`src/include/commutator_pkg.sv`:
```
/*
 Shared constants and types for the matrix commutator and the
 successive-approximation coder.
 Assumes a single 20 MHz clock; all times are converted to cycles here.
*/
`default_nettype none

package commutator_pkg;

	// ------------------------------------------------------------
	// Clock and timing
	// ------------------------------------------------------------
	localparam int CLK_HZ = 20_000_000;
	localparam int CLK_PERIOD_NS = 1_000_000_000 / CLK_HZ;

	// Saturating width of arm and strobe pulses
	localparam int SAT_PULSE_NS = 1000;
	localparam int SAT_PULSE_CYC = (SAT_PULSE_NS + CLK_PERIOD_NS - 1) / CLK_PERIOD_NS;

	// Quiet time before each row strobe
	localparam int STROBE_GAP_NS = 1500;
	localparam int STROBE_GAP_CYC = (STROBE_GAP_NS + CLK_PERIOD_NS - 1) / CLK_PERIOD_NS;

	// Spacing of code step pulses, comparator settling
	localparam int STEP_PERIOD_NS = 500;
	localparam int STEP_PERIOD_CYC = (STEP_PERIOD_NS + CLK_PERIOD_NS - 1) / CLK_PERIOD_NS;

	// ------------------------------------------------------------
	// Geometry defaults
	// ------------------------------------------------------------
	localparam int COLS_DEFAULT = 4;
	localparam int ROWS_DEFAULT = 8;
	localparam int BITS_DEFAULT = 8;

	// Step index that starts a conversion
	localparam int START_STEP = 0;

	// ------------------------------------------------------------
	// Sequencer states
	// ------------------------------------------------------------
	typedef enum logic [2:0] {
		ST_IDLE,
		ST_ARM,
		ST_GAP,
		ST_READ,
		ST_CONV
	} seq_state_t;

endpackage

`default_nettype wire

```
`src/hdl/gate_matrix.sv`:
```
/*
 Digital model of the gate-core matrix: one core per channel gate plus an
 optional sequencer column, with the gate drives they produce.
 Assumes arm and strobe inputs are registered pulses from the sequencer.
*/
`default_nettype none

module gate_matrix
	import commutator_pkg::*;
#(
	parameter int COLS = COLS_DEFAULT,
	parameter int ROWS = ROWS_DEFAULT,
	parameter bit HAS_SEQ = 1'b1
) (
	input wire logic clk,
	input wire logic arst_n,
	input wire logic [COLS-1:0] col_arm,
	input wire logic seq_arm,
	input wire logic [ROWS-1:0] row_strobe,
	output logic [COLS*ROWS-1:0] gate_pos,
	output logic [COLS*ROWS-1:0] gate_neg,
	output logic [ROWS-1:0] seq_gate_pos,
	output logic [ROWS-1:0] seq_gate_neg
);

	// ------------------------------------------------------------
	// Cores and drives, sequencer column at index COLS
	// ------------------------------------------------------------
	logic [COLS:0][ROWS-1:0] core_ff;
	logic [COLS:0][ROWS-1:0] drive_ff;
	logic [COLS:0] arm_all;

	assign arm_all = {seq_arm & HAS_SEQ, col_arm};

	always_ff @(posedge clk or negedge arst_n) begin
		if (!arst_n) begin
			core_ff <= '0;
			drive_ff <= '0;
		end else begin
			for (int c = 0; c <= COLS; c++) begin
				for (int r = 0; r < ROWS; r++) begin
					// Arming wins, a strobe drains the core
					core_ff[c][r] <= arm_all[c] | (core_ff[c][r] & ~row_strobe[r]);
					// Conducts only on the strobe that drains a set core
					drive_ff[c][r] <= row_strobe[r] & (core_ff[c][r] | drive_ff[c][r]);
				end
			end
		end
	end

	// ------------------------------------------------------------
	// Both switches of a gate share one drive
	// ------------------------------------------------------------
	for (genvar c = 0; c < COLS; c++) begin : g_col
		assign gate_pos[c*ROWS +: ROWS] = drive_ff[c];
		assign gate_neg[c*ROWS +: ROWS] = drive_ff[c];
	end
	assign seq_gate_pos = drive_ff[COLS];
	assign seq_gate_neg = drive_ff[COLS];

endmodule

`default_nettype wire

```
`src/hdl/sar_coder.sv`:
```
/*
 Successive-approximation coder: current-switch flip-flops and output word,
 advanced by code step pulses.
 Assumes step pulses are one cycle wide and at least two cycles apart.
*/
`default_nettype none

module sar_coder
	import commutator_pkg::*;
#(
	parameter int BITS = BITS_DEFAULT,
	parameter int IW = $clog2(BITS + 1)
) (
	input wire logic clk,
	input wire logic arst_n,
	input wire logic code_step_pulse,
	input wire logic [IW-1:0] step_idx,
	input wire logic err_pos,
	output logic [BITS-1:0] switch_on,
	output logic [BITS-1:0] code_word,
	output logic code_valid
);

	// ------------------------------------------------------------
	// Decision delay and step decode
	// ------------------------------------------------------------
	logic dec_ff;
	logic [BITS-1:0] sw_ff;
	logic [BITS-1:0] word_ff;
	logic valid_ff;
	logic [BITS-1:0] nxt_sw;
	logic [BITS-1:0] nxt_word;
	wire start_step = code_step_pulse && step_idx == IW'(START_STEP);
	wire set_cmd = code_step_pulse && !start_step && dec_ff;
	wire last_step = code_step_pulse && step_idx == IW'(BITS);

	always_comb begin
		nxt_sw = sw_ff;
		nxt_word = word_ff;
		if (start_step) begin
			nxt_sw = {1'b0, {(BITS-1){1'b1}}};
			nxt_word = '0;
		end else if (code_step_pulse) begin
			for (int k = 1; k <= BITS; k++) begin
				if (step_idx == IW'(k)) begin
					if (set_cmd) begin
						nxt_word[BITS-k] = 1'b1;
						nxt_sw[BITS-k] = 1'b1;
					end
					if (k < BITS)
						nxt_sw[BITS-k-1] = 1'b0;
				end
			end
		end
	end

	// ------------------------------------------------------------
	// Registers
	// ------------------------------------------------------------
	always_ff @(posedge clk or negedge arst_n) begin
		if (!arst_n) begin
			dec_ff <= 1'b0;
			sw_ff <= '0;
			word_ff <= '0;
			valid_ff <= 1'b0;
		end else begin
			// Settled result of the previous step, read at the next one
			dec_ff <= err_pos;
			sw_ff <= nxt_sw;
			word_ff <= nxt_word;
			valid_ff <= last_step;
		end
	end

	assign switch_on = sw_ff;
	assign code_word = word_ff;
	assign code_valid = valid_ff;

endmodule

`default_nettype wire

```
`src/hdl/matrix_commutator_sar_coder.sv`:
```
/*
 Top of the commutator and coder: frame sequencer, step pulse source,
 gate-core matrix and successive-approximation coder.
 Assumes run, super-commutation controls and the comparator input are
 synchronous to clk; analog parts sit outside.
*/
`default_nettype none

module matrix_commutator_sar_coder
	import commutator_pkg::*;
#(
	parameter int COLS = COLS_DEFAULT,
	parameter int ROWS = ROWS_DEFAULT,
	parameter int BITS = BITS_DEFAULT,
	parameter bit HAS_SEQ = 1'b1,
	parameter int PULSE_CYC = SAT_PULSE_CYC,
	parameter int GAP_CYC = STROBE_GAP_CYC,
	parameter int STEP_CYC = STEP_PERIOD_CYC
) (
	input wire logic clk,
	input wire logic arst_n,
	input wire logic run,
	input wire logic super_en,
	input wire logic [COLS-1:0] super_cols,
	input wire logic err_pos,
	output logic [COLS-1:0] col_arm,
	output logic seq_col_arm,
	output logic [ROWS-1:0] row_strobe,
	output logic [COLS*ROWS-1:0] gate_pos,
	output logic [COLS*ROWS-1:0] gate_neg,
	output logic [ROWS-1:0] seq_gate_pos,
	output logic [ROWS-1:0] seq_gate_neg,
	output logic code_step_pulse,
	output logic [BITS-1:0] switch_on,
	output logic [BITS-1:0] code_word,
	output logic code_valid,
	output logic [COLS*ROWS-1:0] code_chan,
	output logic frame_start
);

	// ------------------------------------------------------------
	// Derived widths
	// ------------------------------------------------------------
	localparam int CW = (COLS > 1) ? $clog2(COLS) : 1;
	localparam int RW = (ROWS > 1) ? $clog2(ROWS) : 1;
	localparam int IW = $clog2(BITS + 1);
	localparam int TMAX = (PULSE_CYC > GAP_CYC) ? PULSE_CYC : GAP_CYC;
	localparam int TW = $clog2(TMAX + 1);
	localparam int DW = $clog2(STEP_CYC + 1);

	// ------------------------------------------------------------
	// Elaboration checks
	// ------------------------------------------------------------
	if (COLS < 1 || ROWS < 1)
		$error("matrix needs at least one column and one row");
	if (BITS < 2)
		$error("coder needs at least two bits");
	if (PULSE_CYC < 1 || STEP_CYC < 2)
		$error("pulse width or step spacing too short");
	// Arming must fit inside the quiet time before a strobe
	if (GAP_CYC < PULSE_CYC)
		$error("strobe gap shorter than an arm pulse");

	// ------------------------------------------------------------
	// One-hot decode helpers
	// ------------------------------------------------------------
	function automatic logic [COLS-1:0] col_mask(input logic [CW-1:0] idx);
		logic [COLS-1:0] m;
		m = '0;
		for (int i = 0; i < COLS; i++) begin
			if (idx == CW'(i))
				m[i] = 1'b1;
		end
		return m;
	endfunction

	function automatic logic [ROWS-1:0] row_mask(input logic [RW-1:0] idx);
		logic [ROWS-1:0] m;
		m = '0;
		for (int i = 0; i < ROWS; i++) begin
			if (idx == RW'(i))
				m[i] = 1'b1;
		end
		return m;
	endfunction

	// ------------------------------------------------------------
	// Sequencer registers
	// ------------------------------------------------------------
	seq_state_t state_ff;
	seq_state_t nxt_state;
	logic [TW-1:0] tmr_ff;
	logic [TW-1:0] nxt_tmr;
	logic [CW-1:0] col_ff;
	logic [CW-1:0] nxt_col;
	logic [RW-1:0] row_ff;
	logic [RW-1:0] nxt_row;
	logic rep_ff;
	logic nxt_rep;
	logic [DW-1:0] div_ff;
	logic [DW-1:0] nxt_div;
	logic [IW-1:0] conv_ff;
	logic [IW-1:0] nxt_conv;
	logic [COLS-1:0] col_arm_ff;
	logic seq_arm_ff;
	logic [ROWS-1:0] row_strobe_ff;
	logic step_pulse_ff;
	logic [IW-1:0] step_idx_ff;
	logic [COLS*ROWS-1:0] chan_ff;
	logic frame_ff;

	// ------------------------------------------------------------
	// Decode
	// ------------------------------------------------------------
	wire tmr_done = tmr_ff == '0;
	wire last_row = row_ff == RW'(ROWS - 1);
	wire last_col = col_ff == CW'(COLS - 1);
	// Second pass over a column only once per frame
	wire repeat_col = super_en && super_cols[col_ff] && !rep_ff;
	wire step_fire = state_ff == ST_CONV && div_ff == '0;
	wire conv_end = step_fire && conv_ff == IW'(BITS);
	wire frame_wrap = last_row && last_col && !repeat_col;
	wire [TW-1:0] pulse_load = TW'(PULSE_CYC - 1);
	wire [TW-1:0] gap_load = TW'(GAP_CYC - 1);
	wire [DW-1:0] div_load = DW'(STEP_CYC - 1);

	// ------------------------------------------------------------
	// Frame sequencer
	// ------------------------------------------------------------
	always_comb begin
		nxt_state = state_ff;
		nxt_tmr = tmr_ff;
		nxt_col = col_ff;
		nxt_row = row_ff;
		nxt_rep = rep_ff;
		nxt_div = div_ff;
		nxt_conv = conv_ff;
		case (state_ff)
			ST_IDLE: begin
				if (run) begin
					nxt_state = ST_ARM;
					nxt_tmr = pulse_load;
					nxt_col = '0;
					nxt_row = '0;
					nxt_rep = 1'b0;
				end
			end
			ST_ARM: begin
				nxt_tmr = tmr_ff - TW'(1);
				if (tmr_done) begin
					nxt_state = ST_GAP;
					nxt_tmr = gap_load;
				end
			end
			ST_GAP: begin
				nxt_tmr = tmr_ff - TW'(1);
				if (tmr_done) begin
					nxt_state = ST_READ;
					nxt_tmr = pulse_load;
				end
			end
			ST_READ: begin
				nxt_tmr = tmr_ff - TW'(1);
				if (tmr_done) begin
					nxt_state = ST_CONV;
					nxt_div = '0;
					nxt_conv = '0;
				end
			end
			ST_CONV: begin
				nxt_div = step_fire ? div_load : div_ff - DW'(1);
				if (step_fire)
					nxt_conv = conv_ff + IW'(1);
				if (conv_end) begin
					if (!last_row) begin
						// Stay on this column until every row is read
						nxt_row = row_ff + RW'(1);
						nxt_state = ST_GAP;
						nxt_tmr = gap_load;
					end else begin
						nxt_row = '0;
						if (repeat_col) begin
							nxt_rep = 1'b1;
						end else begin
							nxt_rep = 1'b0;
							nxt_col = last_col ? '0 : col_ff + CW'(1);
						end
						nxt_state = (frame_wrap && !run) ? ST_IDLE : ST_ARM;
						nxt_tmr = pulse_load;
					end
				end
			end
			default: begin
				nxt_state = ST_IDLE;
			end
		endcase
	end

	always_ff @(posedge clk or negedge arst_n) begin
		if (!arst_n) begin
			state_ff <= ST_IDLE;
			tmr_ff <= '0;
			col_ff <= '0;
			row_ff <= '0;
			rep_ff <= 1'b0;
			div_ff <= '0;
			conv_ff <= '0;
		end else begin
			state_ff <= nxt_state;
			tmr_ff <= nxt_tmr;
			col_ff <= nxt_col;
			row_ff <= nxt_row;
			rep_ff <= nxt_rep;
			div_ff <= nxt_div;
			conv_ff <= nxt_conv;
		end
	end

	// ------------------------------------------------------------
	// Registered pulse outputs
	// ------------------------------------------------------------
	// Arm, strobe and frame outputs are built from next state so pulses start with the state; the step pulse follows step_fire a cycle later
	wire arm_next = nxt_state == ST_ARM;
	wire read_next = nxt_state == ST_READ;
	wire frame_next = arm_next && state_ff != ST_ARM && nxt_col == '0 && !nxt_rep;

	always_ff @(posedge clk or negedge arst_n) begin
		if (!arst_n) begin
			col_arm_ff <= '0;
			seq_arm_ff <= 1'b0;
			row_strobe_ff <= '0;
			step_pulse_ff <= 1'b0;
			step_idx_ff <= '0;
			chan_ff <= '0;
			frame_ff <= 1'b0;
		end else begin
			col_arm_ff <= arm_next ? col_mask(nxt_col) : '0;
			seq_arm_ff <= arm_next && HAS_SEQ;
			row_strobe_ff <= read_next ? row_mask(nxt_row) : '0;
			step_pulse_ff <= step_fire;
			step_idx_ff <= step_fire ? conv_ff : step_idx_ff;
			frame_ff <= frame_next;
			// One-hot channel, bit column*ROWS+row, held through the conversion
			if (state_ff == ST_READ && tmr_done)
				chan_ff <= (COLS*ROWS)'(1) << (32'(col_ff) * ROWS + 32'(row_ff));
		end
	end

	// ------------------------------------------------------------
	// Gate-core matrix
	// ------------------------------------------------------------
	gate_matrix #(
		.COLS(COLS),
		.ROWS(ROWS),
		.HAS_SEQ(HAS_SEQ)
	) u_matrix (
		.clk(clk),
		.arst_n(arst_n),
		.col_arm(col_arm_ff),
		.seq_arm(seq_arm_ff),
		.row_strobe(row_strobe_ff),
		.gate_pos(gate_pos),
		.gate_neg(gate_neg),
		.seq_gate_pos(seq_gate_pos),
		.seq_gate_neg(seq_gate_neg)
	);

	// ------------------------------------------------------------
	// Coder, stepped by the local step pulse source
	// ------------------------------------------------------------
	sar_coder #(
		.BITS(BITS),
		.IW(IW)
	) u_coder (
		.clk(clk),
		.arst_n(arst_n),
		.code_step_pulse(step_pulse_ff),
		.step_idx(step_idx_ff),
		.err_pos(err_pos),
		.switch_on(switch_on),
		.code_word(code_word),
		.code_valid(code_valid)
	);

	assign col_arm = col_arm_ff;
	assign seq_col_arm = seq_arm_ff;
	assign row_strobe = row_strobe_ff;
	assign code_step_pulse = step_pulse_ff;
	assign code_chan = chan_ff;
	assign frame_start = frame_ff;

endmodule

`default_nettype wire

```
`config.mk`:
```
export PLATFORM = sky130hd
export DESIGN_NAME = matrix_commutator_sar_coder
export DESIGN_NICKNAME = d
export VERILOG_FILES = /design/src/include/commutator_pkg.sv /design/src/hdl/gate_matrix.sv /design/src/hdl/sar_coder.sv /design/src/hdl/matrix_commutator_sar_coder.sv
export SDC_FILE = /design/constraint.sdc
export NUM_CORES = 1
export LEC_CHECK = 0
export ABC_AREA = 1
export ABC_CLOCK_PERIOD_IN_PS = 3900
export BUFFER_PORTS_ARGS = -buffer_cell sky130_fd_sc_hd__buf_2
export CORE_ASPECT_RATIO = 1.1
export CORE_UTILIZATION = 59
export CTS_CLUSTER_DIAMETER = 80
export CTS_CLUSTER_SIZE = 40
export DETAILED_ROUTE_END_ITERATION = 10
export GPL_TIMING_DRIVEN = 0
export PLACE_DENSITY = 0.92
export SYNTH_ARGS = -nofsm -noshare
export SYNTH_HDL_FRONTEND = slang
export SYNTH_SLANG_ARGS = --single-unit
```
`constraint.sdc`:
```
create_clock -name clk -period 3.9 [get_ports clk]
set_clock_uncertainty 0.2 [all_clocks]
set_input_delay 0.585 -clock clk [delete_from_list [all_inputs] [get_ports clk]]
set_output_delay 0.585 -clock clk [all_outputs]
set_load 0.01 [all_outputs]
```
==> Yosys cells after proc, flatten, opt, wreduce, memory -nomap -nowiden <==
Cells that the tools add are included.
{ "op_classes": {"shifts": 1, "add_sub_neg": 6, "bitwise": 168, "n_mux": 82, "eq_ne": 32, "n_reduce_logical": 49, "n_lt_le_gt_ge": 1} }
{ "op_table": {"columns": ["cell", "n"], "rows": [
  ["$and 1x1->1", 80],
  ["$or 1x1->1", 80],
  ["$mux 8", 5],
  ["$mux 1", 35],
  ["$mux 2", 17],
  ["$shl 1x6->32 const A", 1],
  ["$reduce_and 3->1", 10],
  ["$pmux 5 s5", 1],
  ["$mux 3", 8],
  ["$reduce_bool 2->1", 11],
  ["$mux 4", 5],
  ["$mux 5", 4],
  ["$eq 3x3->1 const B", 6],
  ["$eq 4x3->1 const B", 4],
  ["$pmux 4 s2", 2],
  ["$eq 3x2->1 const B", 5],
  ["$logic_and 1x1->1", 15],
  ["$pmux 3 s5", 1],
  ["$eq 3x1->1 const B", 3],
  ["$eq 4x2->1 const B", 2],
  ["$eq 4x4->1 const B", 2],
  ["$logic_not 4->1", 2],
  ["$ne 2x2->1 const B", 4],
  ["$not 1->1", 8],
  ["other kinds (21)", 28]
]} }
{ "word_totals": {"wordCells": 375, "reg_bits": 171, "output_inout_bits": 144, "in_bits": 9} }

==> Logic depth before layout (Yosys ltp) <==
Gate-level depths: netlist of the first run.
{ "depth": {"depth_word": 27, "depth_mapped": 13, "ltp_nobuf": 13} }

==> Cells and area by module <==
From an unflattened synthesis of the first run, not the netlist that was laid out.
{ "hier_totals": {"hier_cells": 798, "hier_area_um2": 7288.2} }
{ "by_module_without_submodules": {"columns": ["mod", "cells_each", "seq_area_each_um2", "area_per_inst_um2", "n_inst"], "rows": [
  ["matrix_commutator_sar_coder", 410, 1826.8, 3524.6, 1],
  ["gate_matrix", 293, 2001.9, 2951.6, 1],
  ["sar_coder", 95, 450.4, 812.0, 1]
]} }

==> Worst setup path before layout of the first run <==
Ideal clock, no wire load.
{ "synth_path": {"kind": "register -> register", "start": "register div_ff[0]", "end": "register tmr_ff[1]", "required_ns": 3.581, "setup_slack_ns": 2.016, "setup_ns": 0.119, "path_stages_with_launch": 11, "arrival_ns": 1.565, "path_buffers": 0, "period_less_slack_ns": 1.884, "cell_sequence": "dfrtp_1 inv_1 ha_1 nand2_1 nor2_1 nand2_2 nor2_4 o21ai_1 inv_1 o21ai_0 o21a_1"} }
{ "synth_between": {"elab_chain_len": 5} }
{ "synth_rtl": {"columns": ["item", "line_no", "rtl"], "rows": [
  ["start, declared", "matrix_commutator_sar_coder.sv:100", "logic [DW-1:0] div_ff;"],
  ["start signal, assigned", "matrix_commutator_sar_coder.sv:214", "div_ff <= nxt_div;"],
  ["$logic_not 4->1", "matrix_commutator_sar_coder.sv:120", "wire step_fire = state_ff == ST_CONV && div_ff == '0;"],
  ["$logic_and 1x1->1", "matrix_commutator_sar_coder.sv:120", null],
  ["$logic_and 1x1->1", "matrix_commutator_sar_coder.sv:121", "wire conv_end = step_fire && conv_ff == IW'(BITS);"],
  ["$ne 2x2->1 (no line)", null, null],
  ["$reduce_and 3->1 (no line)", null, null],
  ["end signal, assigned", "matrix_commutator_sar_coder.sv:210", "tmr_ff <= nxt_tmr;"],
  ["end, declared", "matrix_commutator_sar_coder.sv:92", "logic [TW-1:0] tmr_ff;"]
]} }
No other way between the ends.
A chain may end at the register's enable or synchronous reset.

==> Worst setup path in the final report of the first run <==
Same ends and word-level chain as after synthesis.

==> summary by stage, run 1 <==
Floorplan
Measured along the x axis, the die boundary spans 108 um. The initial core utilization is 60.5%. The floorplan step defined a die boundary enclosing 12900 sq um. Pin placement for this block handled 153 I/O pins. The floorplan has 42 rows.

The height of the chip is 119 um. The core region is 12100 sq um.

STA
The final hold violation count was 0. The final period utilization is 56.3%. The pin slew with the least headroom to its limit is 0.618 ns.

Static timing analysis puts the maximum clock frequency at 456 MHz. The number of max-slew violations in the final report is 0. The worst pin sits at a relative slew slack of 58.8%. Setup repair after global routing left no endpoint under its margin.

The routed design could run at a clock period as short as 2.19 ns. The number of setup violations in the final report is 0.

Yosys
After synthesis, the largest family of logic cells by area is simple AND/OR/NAND/NOR gates. For this run, the leading register cell type out of synthesis is sky130_fd_sc_hd__dfrtp_1. The largest area contributor in the synthesized netlist is sky130_fd_sc_hd__dfrtp_1.

Sorting the synthesized cells by how often they occur yields 193 x sky130_fd_sc_hd__nand2_1, 171 x sky130_fd_sc_hd__dfrtp_1, 124 x sky130_fd_sc_hd__nor2_1. The count of unique library cells instantiated by Yosys is 43. After synthesis, the cell types taking the most area are sky130_fd_sc_hd__dfrtp_1 58%, sky130_fd_sc_hd__nand2_1 9.9%, sky130_fd_sc_hd__nor2_1 6.4%.

During synthesis, Yosys emitted a total of 0 warnings. The synthesized-area fraction occupied by xor and xnor cells is 0.598%. Counting every net in the synthesized netlist gives 821. The arithmetic-cell share of the synthesized area counting full adders, half adders and majority gates is 2.05%. The top cell type by area accounts for 58.5% of the synthesized area. After synthesis, the mean cell area works out to 9.15 sq um. In this run, synthesis inferred 0 flip-flops with an integrated enable. The summed instance area of the synthesized netlist is 7320 sq um. Summing the areas of all compound-gate instances in the mapped netlist gives 6.33% of the synthesized area.

The simple-gate area share of the yosys netlist is 23.3%. The gate count of the mapped netlist is 800. Yosys instantiated no cell more often than sky130_fd_sc_hd__nand2_1. Sequential elements use 58.5% of the synthesized area.

After synthesis, the share of flip-flops with an asynchronous set or reset is 100%. Synthesis inferred 171 register bits. The mux share of post-synthesis cell area is 0%.

Worst setup path
Data on the critical path is required at its endpoint by 4.01 ns. The arrival time reported for the critical path endpoint is 2.30 ns. The number of cells on the worst reg-to-reg path is 10. The critical path start-end classification is reg2reg. The startpoint class of the critical path is a register. The endpoint class of the critical path is a register. The peak fanout along the critical path is 5.

Layout
At the end of the flow the core is filled with cells to 73.8%. The count of cells in the finished layout, fillers not included, comes to 1140. The synthesis-to-finish area growth is 21.9%. The final net count is 994. The number of diodes added for antenna fixing is 0. The multi-input combinational cells in the finished layout cover a total of 2360 sq um.

The filler cells instantiated in the layout total 827. The share of layout cells above drive strength 1 is 26.9%. Summing all flip-flop and latch instances after layout gives 4280 sq um.

Placed design
The congestion estimate from routability-driven global placement came to 0.890. After detailed placement, the design holds a cell count of 1107. The count of input and output buffers is 152. The detailed-placement wirelength estimate is 11.4 mm.

Power
The power density over cell area is 397 nW/um^2. The maximum vdd drop is 0.284 mV. The overall power of the completed layout is 3.55 mW. For this design the static power due to leakage is 5.19 nW.

Routing
The count of nets left with antenna violations once routing finished came out at 0. For this run, the detailed router's first-pass iteration total came to 5. In the routed layout, each cell is associated on average with a via count of 5.12. In the routed design, unresolved DRC markers number 0.

The count of routing violations after the opening detailed-route iteration is 297. The average routed wire per standard cell is 14.3 um. The detailed-route via count is 5834. The final layout contains routed wiring with a total length of 16.4 mm.

GRT
The via count of the first global-routing pass was 5702. Global routing used 27.3% of the available tracks. The global-route track usage on met3 is 5.30%. The maximum number of pins on one net before global-route repair is 127. The layer flagged by global routing as most heavily used is met2. The global routing met1 resource utilization is 34.4%.

The total congestion overflow after global routing is 0. The first global-routing pass estimated 26.9 mm of wire. For met2 alone, demand over resource in global routing was 46.1%.

The number of antenna violations at the first check in global routing was 0.

CTS
The number of clock buffers added by TritonCTS is 17. The latest clock arrival within the worst-skew pair is 0.42 ns. The number of clock sinks is 171. TritonCTS built the clock tree. The maximum number of buffers from clock root to sink is 2. The CTS H-tree depth is 4. Post-CTS repair changed the size of 0 cells.

The clock transition time at the flip-flop clock pins of the worst setup and hold paths is 0.07 ns. The buffer cell driving the clock tree root is sky130_fd_sc_hd__clkbuf_16.

Job
The tool flagged a number of max-cap violations equal to 0.

Worst hold path
The path type of the worst min-delay path is in2reg. The hold path depth is 1.

Outcome
The run finished with clean final reports.
[sequential cells by signal, indices dropped and copies added, names as in the netlist, 4 cells and up]
register	flops
code_chan	32
step_idx_ff	4
col_arm	4
conv_ff	4
div_ff	4
row_strobe	8
u_matrix.core_ff	40
u_matrix.seq_gate_neg	8
u_matrix.gate_neg	32
tmr_ff	5
u_coder.switch_on	8
u_coder.code_word	8
[path summary, 6_finish.rpt]
| kind | endpoint | from | slack, ns |
|---|---|---|---|
| min reg2reg | u_matrix.core_ff[25] | u_matrix.core_ff[25] | 0.27 |
| max | tmr_ff[1] | div_ff[0] | 1.71 |
| min in group asynchronous | tmr_ff[4] | arst_n | 0.44 |
| min | u_coder.dec_ff | err_pos | 0.07 |
| max in group asynchronous | u_matrix.gate_neg[15] | arst_n | 2.16 |
| max reg2reg | tmr_ff[1] | div_ff[0] | 1.71 |
[layer usage]
| metal | share of wire, % | vias to the layer above |
|---|---|---|
| met5 | 0 | - |
| met4 | 2.3 | 0 |
| met3 | 4.3 | 32 |
| met2 | 50 | 206 |
| met1 | 43 | 2769 |
| li1 | - | 2827 |
[kinds of logic after synthesis]
kind of cell,after synthesis
AOI/OAI and AO/OA,75
xor gates and xnor gates,5
adders and majority gates,12
buffers and inverters,138
DFF,171
and+or+nand+nor,399
[cells in the final DEF (no fill, tap or decap), types with 2 or more instances in the layout]
cell	synthesis	layout
sky130_fd_sc_hd__nand2_1	193	193
sky130_fd_sc_hd__dfrtp_1	171	171
sky130_fd_sc_hd__buf_2	6	157
sky130_fd_sc_hd__nor2_1	124	124
sky130_fd_sc_hd__inv_1	68	68
sky130_fd_sc_hd__buf_4	40	40
sky130_fd_sc_hd__nand3_1	38	38
sky130_fd_sc_hd__o21ai_0	35	35
sky130_fd_sc_hd__nor3_1	20	20
sky130_fd_sc_hd__a21oi_1	18	18
sky130_fd_sc_hd__clkbuf_16	0	17
sky130_fd_sc_hd__ha_1	12	12
sky130_fd_sc_hd__clkbuf_1	7	8
sky130_fd_sc_hd__clkinv_1	8	8
sky130_fd_sc_hd__inv_2	7	7
sky130_fd_sc_hd__nor2_4	6	6
sky130_fd_sc_hd__nand2_2	6	6
sky130_fd_sc_hd__inv_8	0	5
sky130_fd_sc_hd__xor2_1	4	4
sky130_fd_sc_hd__inv_6	0	4
sky130_fd_sc_hd__nor2_2	3	3
sky130_fd_sc_hd__o22ai_1	3	3
sky130_fd_sc_hd__nand2_4	2	2
sky130_fd_sc_hd__nor4_1	2	2
sky130_fd_sc_hd__o211ai_1	2	2
sky130_fd_sc_hd__o21ai_2	2	2
sky130_fd_sc_hd__o21ai_1	2	2
sky130_fd_sc_hd__o41ai_2	2	2
sky130_fd_sc_hd__o41ai_1	2	2
sky130_fd_sc_hd__bufinv_16	0	2
sky130_fd_sc_hd__clkinvlp_4	0	2
[final cells by class]
class	count	area share (%)
Sequential cell	171	48.0
Multi-Input combinational cell	491	26.4
Timing Repair Buffer	154	9.06
Clock buffer	18	4.81
Buffer	54	4.04
Inverter	84	3.56
Tap cell	154	2.16
Clock inverter	14	1.96
[metrics by stage]
step | setup TNS, ns | hold WS, ns | setup WS, ns | area [sq um]
3_3_place_gp | -68.81 | 0.247 | -0.416 | 8270
6_report | 0 | 0.0704 | 1.71 | 8920
4_1_cts | 0 | 0.0622 | 1.69 | 8920
3_5_place_dp | 0 | 0.255 | 1.72 | 8310
2_1_floorplan | 0 | 0.0894 | 2.02 | 7320
5_1_grt | 0 | 0.0559 | 1.46 | 8920
[repair_timing]
item	4_1_cts	5_1_grt
buffers inserted	0	0
hold buffers	1	0
endpoints found under the hold margin	45	0
[report_power, final]
part,leakage [nW],internal [mW],total [mW],switching [mW]
Sequential,2.27,1.77,1.77,0.00100
Combinational,2.62,0.00849,0.0452,0.0367
Clock,0.292,0.975,1.73,0.752
[worst max-delay path: stages, from the launching register on]
cell and delay, ns:
sky130_fd_sc_hd__dfrtp_1 0.38, sky130_fd_sc_hd__inv_1 0.09, sky130_fd_sc_hd__ha_1 0.20, sky130_fd_sc_hd__nand2_1 0.08
sky130_fd_sc_hd__nor2_1 0.27, sky130_fd_sc_hd__nand2_2 0.14, sky130_fd_sc_hd__nor2_4 0.13, sky130_fd_sc_hd__o21ai_1 0.14
sky130_fd_sc_hd__inv_1 0.15, sky130_fd_sc_hd__o21ai_0 0.10, sky130_fd_sc_hd__o21a_1 0.20
Note: power is estimated with default switching activity, not from simulation.
==> inputs of run 2 (changes only) <==
ABC_CLOCK_PERIOD_IN_PS = 1800   (was 3900)
CORE_UTILIZATION = 49   (was 59)
PLACE_DENSITY = 0.83   (was 0.92)
clock period = 1.8 ns   (was 3.9 ns; I/O delays follow)
==> run 2 against run 1 <==
Net effect:
- the run now ends with negative setup slack left
- critical path depth unchanged
- wire length increased by 15%
- combinational power increased by 130%
- die area increased by 20%
- fmax increased by 5.5%
- sequential share of layout area decreased by 4.4 points
- register-to-register slack got worse by 2.0 ns
- total power increased by 110%
- sequential power increased by 120%
- core utilization decreased by 6.0 points
- first-iteration DRC count increased by 64%
- largest cell class unchanged
- highest routed layer unchanged
==> summary by stage, run 2 (synthesized netlist as in run 1, its figures left out) <==
Floorplan
The area of the die was 15400 sq um (was 12900 sq um). The height of the chip is 130 um (was 119 um). The row count came to 46 (was 42). The count of pins on the block boundary is 153 (unchanged). The horizontal die dimension is 119 um (was 108 um). The initial core utilization is 50.4% (was 60.5%). The core region area came to 14500 sq um (was 12100 sq um).

STA
The final period utilization came to 116% (was 56.3%). The final hold violation count is 0 (unchanged). The normalized max-slew margin is 59.9% (was 58.8%). The pin slew with the least headroom to its limit was 0.602 ns (was 0.618 ns). Setup repair after global routing missed its margin: yes (was no). The maximum clock frequency is 481 MHz (was 456 MHz). The number of max-slew violations in the final report was 0 (unchanged). The clock period minus final worst setup slack is 2.08 ns (was 2.19 ns). The setup TNS after final layout is -11.37 ns (was 0 ns). The worst setup margin came to -0.280 ns (was 1.71 ns). The number of setup violations in the final report came to 64 (was 0).

Routing
The first-pass iteration count of the detailed router is 5 (unchanged). The count of routing violations after the opening detailed-route iteration is 487 (was 297). The overall routed net length is 18.8 mm (was 16.4 mm).

The number of remaining DRC errors was 0 (unchanged). The average routed wire per standard cell is 15.3 um (was 14.3 um). The count of nets left with antenna violations after detail routing is 0 (unchanged). The detailed-route vias per instance is 5.12 (about the same).

The detailed-route via count is 6281 (was 5834).

Layout
The final net count is 1043 (was 994). The synthesis-to-finish area growth is 34.5% (was 21.9%). The number of diodes added for antenna fixing is 0 (unchanged).

The flip-flop count of the largest register after layout is 40 (unchanged). The register with the highest flop count is u_matrix.core_ff (unchanged). The number of cells in the finished layout apart from fillers came to 1226 (was 1140). The leading cell type in the layout, fill and taps excluded was sky130_fd_sc_hd__nand2_1 (unchanged). Commonest cells after routing, fill and taps aside: 176 x sky130_fd_sc_hd__nand2_1, 167 x sky130_fd_sc_hd__dfrtp_1, 152 x sky130_fd_sc_hd__buf_2 (was 193 x sky130_fd_sc_hd__nand2_1, 171 x sky130_fd_sc_hd__dfrtp_1, 157 x sky130_fd_sc_hd__buf_2). The share of layout cells above drive strength 1 is 38.4% (was 26.9%).

Worst setup path
The destination of the worst register-to-register timing path is code_chan[31] (was tmr_ff[1]). The startpoint of the most critical register-to-register path was state_ff[0] (was div_ff[0]). The peak fanout along the critical path came to 7 (was 5). The critical path start-end classification is reg2reg (unchanged). The endpoint class of the critical path was a register (unchanged). The required time of the critical path came to 1.89 ns (was 4.01 ns).

The arrival time reported for the critical path endpoint is 2.17 ns (was 2.30 ns). The startpoint class of the critical path is a register (unchanged). The length in cells of the worst reg-to-reg path is 10 (unchanged). The worst-case register-to-register setup slack is -0.28 ns (was 1.71 ns).

GRT
The maximum number of pins on one net before global-route repair is 95 (was 127). The via count of the first global-routing pass came to 5747 (was 5702). The first-pass GRT wire length came to 28.1 mm (was 26.9 mm). The number of antenna violations at the first check in global routing is 0 (unchanged).

The total congestion overflow after global routing is 0 (unchanged). The total routing resource utilization after global routing was 23.5% (was 27.3%).

Placed design
The number of placed instances, taps included is 1145 (was 1107). The detailed-placement wirelength estimate is 11.5 mm (was 11.4 mm). The weighted congestion reported at the end of routability-driven placement is 0.922 (was 0.890). The count of input and output buffers is 152 (unchanged). The worst setup slack after placement was -0.305 ns (was 1.72 ns).

CTS
The buffer cell driving the clock tree root is sky130_fd_sc_hd__clkbuf_16 (unchanged). The CTS H-tree depth is 4 (unchanged). The maximum number of buffers from clock root to sink was 2 (unchanged). The number of clock sinks is 171 (unchanged). The number of buffers inserted during clock tree synthesis is 17 (unchanged). The TritonCTS clock tree is done (unchanged). The latest clock arrival within the worst-skew pair is 0.43 ns (was 0.42 ns).

The clock transition time at the flip-flop clock pins of the worst setup and hold paths is 0.07 ns (about the same).

Worst hold path
The path type of the worst min-delay path is in2async (was in2reg).

Power
The cell leakage power was 5.49 nW (was 5.19 nW). The overall power of the completed layout came to 7.61 mW (was 3.55 mW). The power density over cell area is 773 nW/um^2 (was 397 nW/um^2). The maximum vdd drop was 0.616 mV (was 0.284 mV).

Outcome
Result of the run: complete, but fails checks (was finished, final reports clean). The final reports fail on negative setup slack.

Job
The number of maximum-capacitance constraint violations is 0 (unchanged).
==> run 2: changes by cell type in the layout (fill, tap and decap cells not counted), sizes merged <==
cell / before / now
dlygate4sd3: 1 / 2
buf: 200 / 249
inv: 85 / 81
clkinvlp: 2 / 3
clkbuf: 25 / 24
clkinv: 9 / 11
==> run 2: worst max path at each step <==
stage           startpoint                     to  slack (ns)  depth (start not counted)
2_1_floorplan    tmr_ff[0]            frame_start      -0.003                         12
3_3_place_gp        arst_n  u_matrix.gate_neg[10]       -2.26                          1
3_5_place_dp     row_ff[0]          row_strobe[5]       -0.30                          7
4_1_cts          tmr_ff[1]            frame_start       -0.17                         11
5_1_grt        state_ff[0]          code_chan[31]       -0.36                         10
6_report       state_ff[0]          code_chan[31]       -0.28                         10
==> run 2: where the power goes <==
group          total (mW)  internal [mW]  switching [mW]
Clock                3.66           2.08            1.58
Combinational       0.102         0.0199          0.0821
Sequential           3.84           3.84         0.00232
Total                7.61           5.94            1.66
==> run 2: final cells by class <==
class	count	area, sq um
buffer	54	430
clock buffer	18	429
clock inverter	13	160
fill	1045	4660
inverter	84	338
multi-input combinational	491	2700
sequential	171	4280
tap	192	240
timing repair buffer	203	1250
==> run 2: worst max-delay path, stage by stage, from the launching register on <==
cell and delay [ns]:
sky130_fd_sc_hd__dfrtp_1 0.42, sky130_fd_sc_hd__inv_2 0.08, sky130_fd_sc_hd__nor2_4 0.14, sky130_fd_sc_hd__inv_2 0.07
sky130_fd_sc_hd__nor2_4 0.16, sky130_fd_sc_hd__inv_4 0.08, sky130_fd_sc_hd__nor2_4 0.26, sky130_fd_sc_hd__clkinv_4 0.18
sky130_fd_sc_hd__buf_8 0.17, sky130_fd_sc_hd__nand2_1 0.10, sky130_fd_sc_hd__o41ai_4 0.08
==> run 2: layer usage <==
metal | global-route usage (%) | routed length, um | part of all wire (%) | up-vias
met3 | 4.37 | 1050 | 5.6 | 51
met1 | 29.5 | 7510 | 40 | 3018
met5 | 0 | 0 | 0 | -
met4 | 9.38 | 561 | 3.0 | 0
met2 | 40.4 | 9660 | 51 | 278
li1 | - | - | - | 2934
==> run 2: per-stage QoR <==
stage,hold slack [ns],instance area (sq um),utilization (%)
final,0.207,9840,67.8
after detailed placement,0.0873,8370,57.7
after CTS,0.105,9340,64.4
after global routing,0.263,9840,67.8
after global placement,0.180,8330,57.4
after floorplan,-0.226,7330,-
==> run 2: what timing repair did <==
action / CTS / global route
endpoints found under the setup margin: 62 / 78
hold buffers: 2 / 0
pin swaps: 24 / 41
setup buffers: 24 / 24
hold endpoints to repair: 78 / 0
resized for setup: 56 / 96
gates cloned: 0 / 2
==> inputs of run 3 (changes only) <==
CORE_ASPECT_RATIO = 1.75   (was 1.1)
==> run 3 against run 2 <==
Net effect:
- highest routed layer unchanged
- final cell count down 0.82%
- count of clock-buffer cells in the layout is 1 lower
- critical path depth stayed put
- via count grew 2.1%
- first-iteration DRC count down 8.4%
- sequential power about the same
- design area rose by 1.7%
- sequential share of layout area fell by 0.72 points
- the flow still finishes with violations (negative setup slack)
- wire length is 8.4% higher
- clock power up 3%
- global-route usage is 0.81 points higher
- hold slack got worse by 0.090 ns
==> summary by stage, run 3 (synthesized netlist as in run 1, its figures left out) <==
STA
The clock period minus final worst setup slack is 2.09 ns (was 2.08 ns). The normalized max-slew margin is 54.9% (was 59.9%). The worst setup margin is -0.292 ns (was -0.280 ns). The number of max-slew violations in the final report is 0 (unchanged). The maximum clock frequency was 478 MHz (was 481 MHz). The final hold violation count is 0 (unchanged). The setup TNS after final layout was -10.66 ns (was -11.37 ns). Setup repair after global routing missed its margin: yes (unchanged). The final period utilization is 116% (about the same). The number of setup violations in the final report came to 66 (was 64).

The pin slew with the least headroom to its limit was 0.677 ns (was 0.602 ns).

Layout
The flip-flop count of the largest register after layout is 40 (unchanged). The final net count is 1044 (was 1043). The number of diodes added for antenna fixing is 0 (unchanged). The post-layout instance area is 10000 sq um (was 9840 sq um). The final standard cell utilization of the core is 69.3% (was 67.8%).

The synthesis-to-finish area growth came to 36.7% (was 34.5%). The leading cell type in the layout, fill and taps excluded is sky130_fd_sc_hd__nand2_1 (unchanged). Commonest cells after routing, fill and taps aside: 171 x sky130_fd_sc_hd__nand2_1, 168 x sky130_fd_sc_hd__dfrtp_1, 151 x sky130_fd_sc_hd__buf_2 (was 176 x sky130_fd_sc_hd__nand2_1, 167 x sky130_fd_sc_hd__dfrtp_1, 152 x sky130_fd_sc_hd__buf_2).

The share of layout cells above drive strength 1 is 39.5% (was 38.4%). The register with the highest flop count is u_matrix.core_ff (unchanged).

Power
The maximum vdd drop came to 1.07 mV (was 0.616 mV). The cell leakage power was 5.57 nW (was 5.49 nW). The power density over cell area came to 772 nW/um^2 (was 773 nW/um^2).

Routing
The first-pass iteration count of the detailed router was 5 (unchanged). The average routed wire per standard cell is 16.8 um (was 15.3 um). The detailed-route vias per instance was 5.27 (was 5.12). The count of routing violations after the opening detailed-route iteration is 446 (was 487).

The count of nets left with antenna violations after detail routing is 0 (unchanged). The overall routed net length is 20.4 mm (was 18.8 mm). The detailed-route via count is 6412 (was 6281). The number of remaining DRC errors came to 0 (unchanged).

Floorplan
The initial core utilization is 50.7% (was 50.4%). The area of the die was 15400 sq um (about the same). The horizontal die dimension came to 94.4 um (was 119 um). The row count is 58 (was 46). The count of pins on the block boundary is 153 (unchanged). The height of the chip was 164 um (was 130 um). The core region area is 14400 sq um (was 14500 sq um).

Worst setup path
The endpoint class of the critical path is a register (unchanged). The length in cells of the worst reg-to-reg path is 10 (unchanged). The startpoint class of the critical path is a register (unchanged). The destination of the worst register-to-register timing path is frame_start (was code_chan[31]).

The peak fanout along the critical path is 4 (was 7). The cell with the biggest individual delay on the critical path is sky130_fd_sc_hd__dfrtp_1 (unchanged). The arrival time reported for the critical path endpoint is 2.25 ns (was 2.17 ns).

The required time of the critical path is 1.96 ns (was 1.89 ns). The startpoint of the most critical register-to-register path is state_ff[0] (unchanged). The critical path start-end classification is reg2reg (unchanged). The worst-case register-to-register setup slack came to -0.29 ns (was -0.28 ns).

Cells along the critical path: nor2_4 > nand2_4 > buf_4 > nor2_8 > nand4_4 > inv_2 > nand2_1 > o211ai_1 > nand3_1 > nor2_1 (was inv_2 > nor2_4 > inv_2 > nor2_4 > inv_4 > nor2_4 > clkinv_4 > buf_8 > nand2_1 > o41ai_4). The stage delay of the slowest cell on the critical path is 0.46 ns (was 0.42 ns).

CTS
The clock transition time at the flip-flop clock pins of the worst setup and hold paths is 0.08 ns (was 0.07 ns). The TritonCTS clock tree is done (unchanged). The maximum number of buffers from clock root to sink came to 2 (unchanged). The buffer cell driving the clock tree root was sky130_fd_sc_hd__clkbuf_16 (unchanged). The number of buffers inserted during clock tree synthesis is 17 (unchanged). The CTS H-tree depth is 4 (unchanged). The number of clock sinks is 171 (unchanged).

The latest clock arrival within the worst-skew pair is 0.44 ns (was 0.43 ns).

Outcome
Violations in the final reports: negative setup slack (unchanged). Result of the run: complete, but fails checks (unchanged).

GRT
The maximum number of pins on one net before global-route repair is 121 (was 95). The first-pass GRT wire length is 28.5 mm (was 28.1 mm). The number of antenna violations at the first check in global routing is 0 (unchanged).

The total congestion overflow after global routing is 0 (unchanged). The total routing resource utilization after global routing was 24.3% (was 23.5%). The via count of the first global-routing pass is 5985 (was 5747).

Placed design
The count of input and output buffers is 152 (unchanged). The post-placement cell area is 8350 sq um (was 8370 sq um). The weighted congestion reported at the end of routability-driven placement came to 0.917 (was 0.922). The detailed-placement wirelength estimate was 11.8 mm (was 11.5 mm). The worst setup slack after placement is -0.325 ns (was -0.305 ns).

Worst hold path
The path type of the worst min-delay path is in2async (unchanged).

Job
The number of maximum-capacitance constraint violations is 0 (unchanged).
==> run 3: cell types whose count changed in the layout (fill, tap and decap cells not counted), sizes merged <==
cell / before / now
inv: 81 / 87
buf: 249 / 246
clkinvlp: 3 / 0
bufinv: 2 / 0
clkbuf: 24 / 26
clkinv: 11 / 13
==> run 3: worst max path at each step <==
stage                     cells after the start   startpoint  slack [ns]              endpoint
after detailed placement                      9   conv_ff[0]       -0.33         row_strobe[4]
after floorplan                              12    tmr_ff[0]      -0.003           frame_start
after CTS                                    11    tmr_ff[1]       -0.19         row_strobe[4]
after global routing                         13  state_ff[0]       -0.34            col_arm[2]
final                                        10  state_ff[0]       -0.29           frame_start
after global placement                        1       arst_n       -2.27  u_matrix.gate_neg[3]
==> run 3: final cells by class <==
cell class / instances / area, sq um
Clock inverter: 15 / 199
Inverter: 84 / 335
Buffer: 52 / 399
Sequential cell: 171 / 4280
Timing Repair Buffer: 205 / 1330
Timing Repair inverter: 1 / 8.76
Fill cell: 1007 / 4440
Clock buffer: 17 / 425
Multi-Input combinational cell: 491 / 2800
Tap cell: 180 / 225
==> run 3: metal layers <==
metal | wire length (um) | track usage [%]
met4 | 1290 | 15.0
met3 | 1320 | 4.75
met1 | 7060 | 27.0
met2 | 10700 | 41.8
met5 | 0 | 0
==> run 3: per-stage QoR <==
step	instances	hold slack (ns)	power [mW]
6_report	1216	0.117	7.72
5_1_grt	1216	0.152	7.97
4_1_cts	1196	0.132	7.77
3_5_place_dp	1133	0.00224	4.02
3_3_place_gp	1132	0.179	4.01
2_1_floorplan	800	-0.226	3.92
==> run 3: worst max-delay path: cells and delay by family (launching register included) <==
family / cells / cell delay [ns]
buf+inv: 2 / 0.27
flops: 1 / 0.46
simple gates: 7 / 0.92
compound gates: 1 / 0.17
==> run 3: power by group <==
part | internal [mW] | switching [mW]
clock network | 1.93 | 1.85
logic | 0.0198 | 0.0812
registers | 3.84 | 0.00239
total | 5.79 | 1.93
==> run 3: what timing repair did <==
action / 4_1_cts / 5_1_grt
hold endpoints to repair: 52 / 0
resized for setup: 48 / 119
hold buffers: 2 / 0
gates cloned: 0 / 6
endpoints found under the setup margin: 63 / 74
pin swaps: 27 / 33
setup buffers: 31 / 14
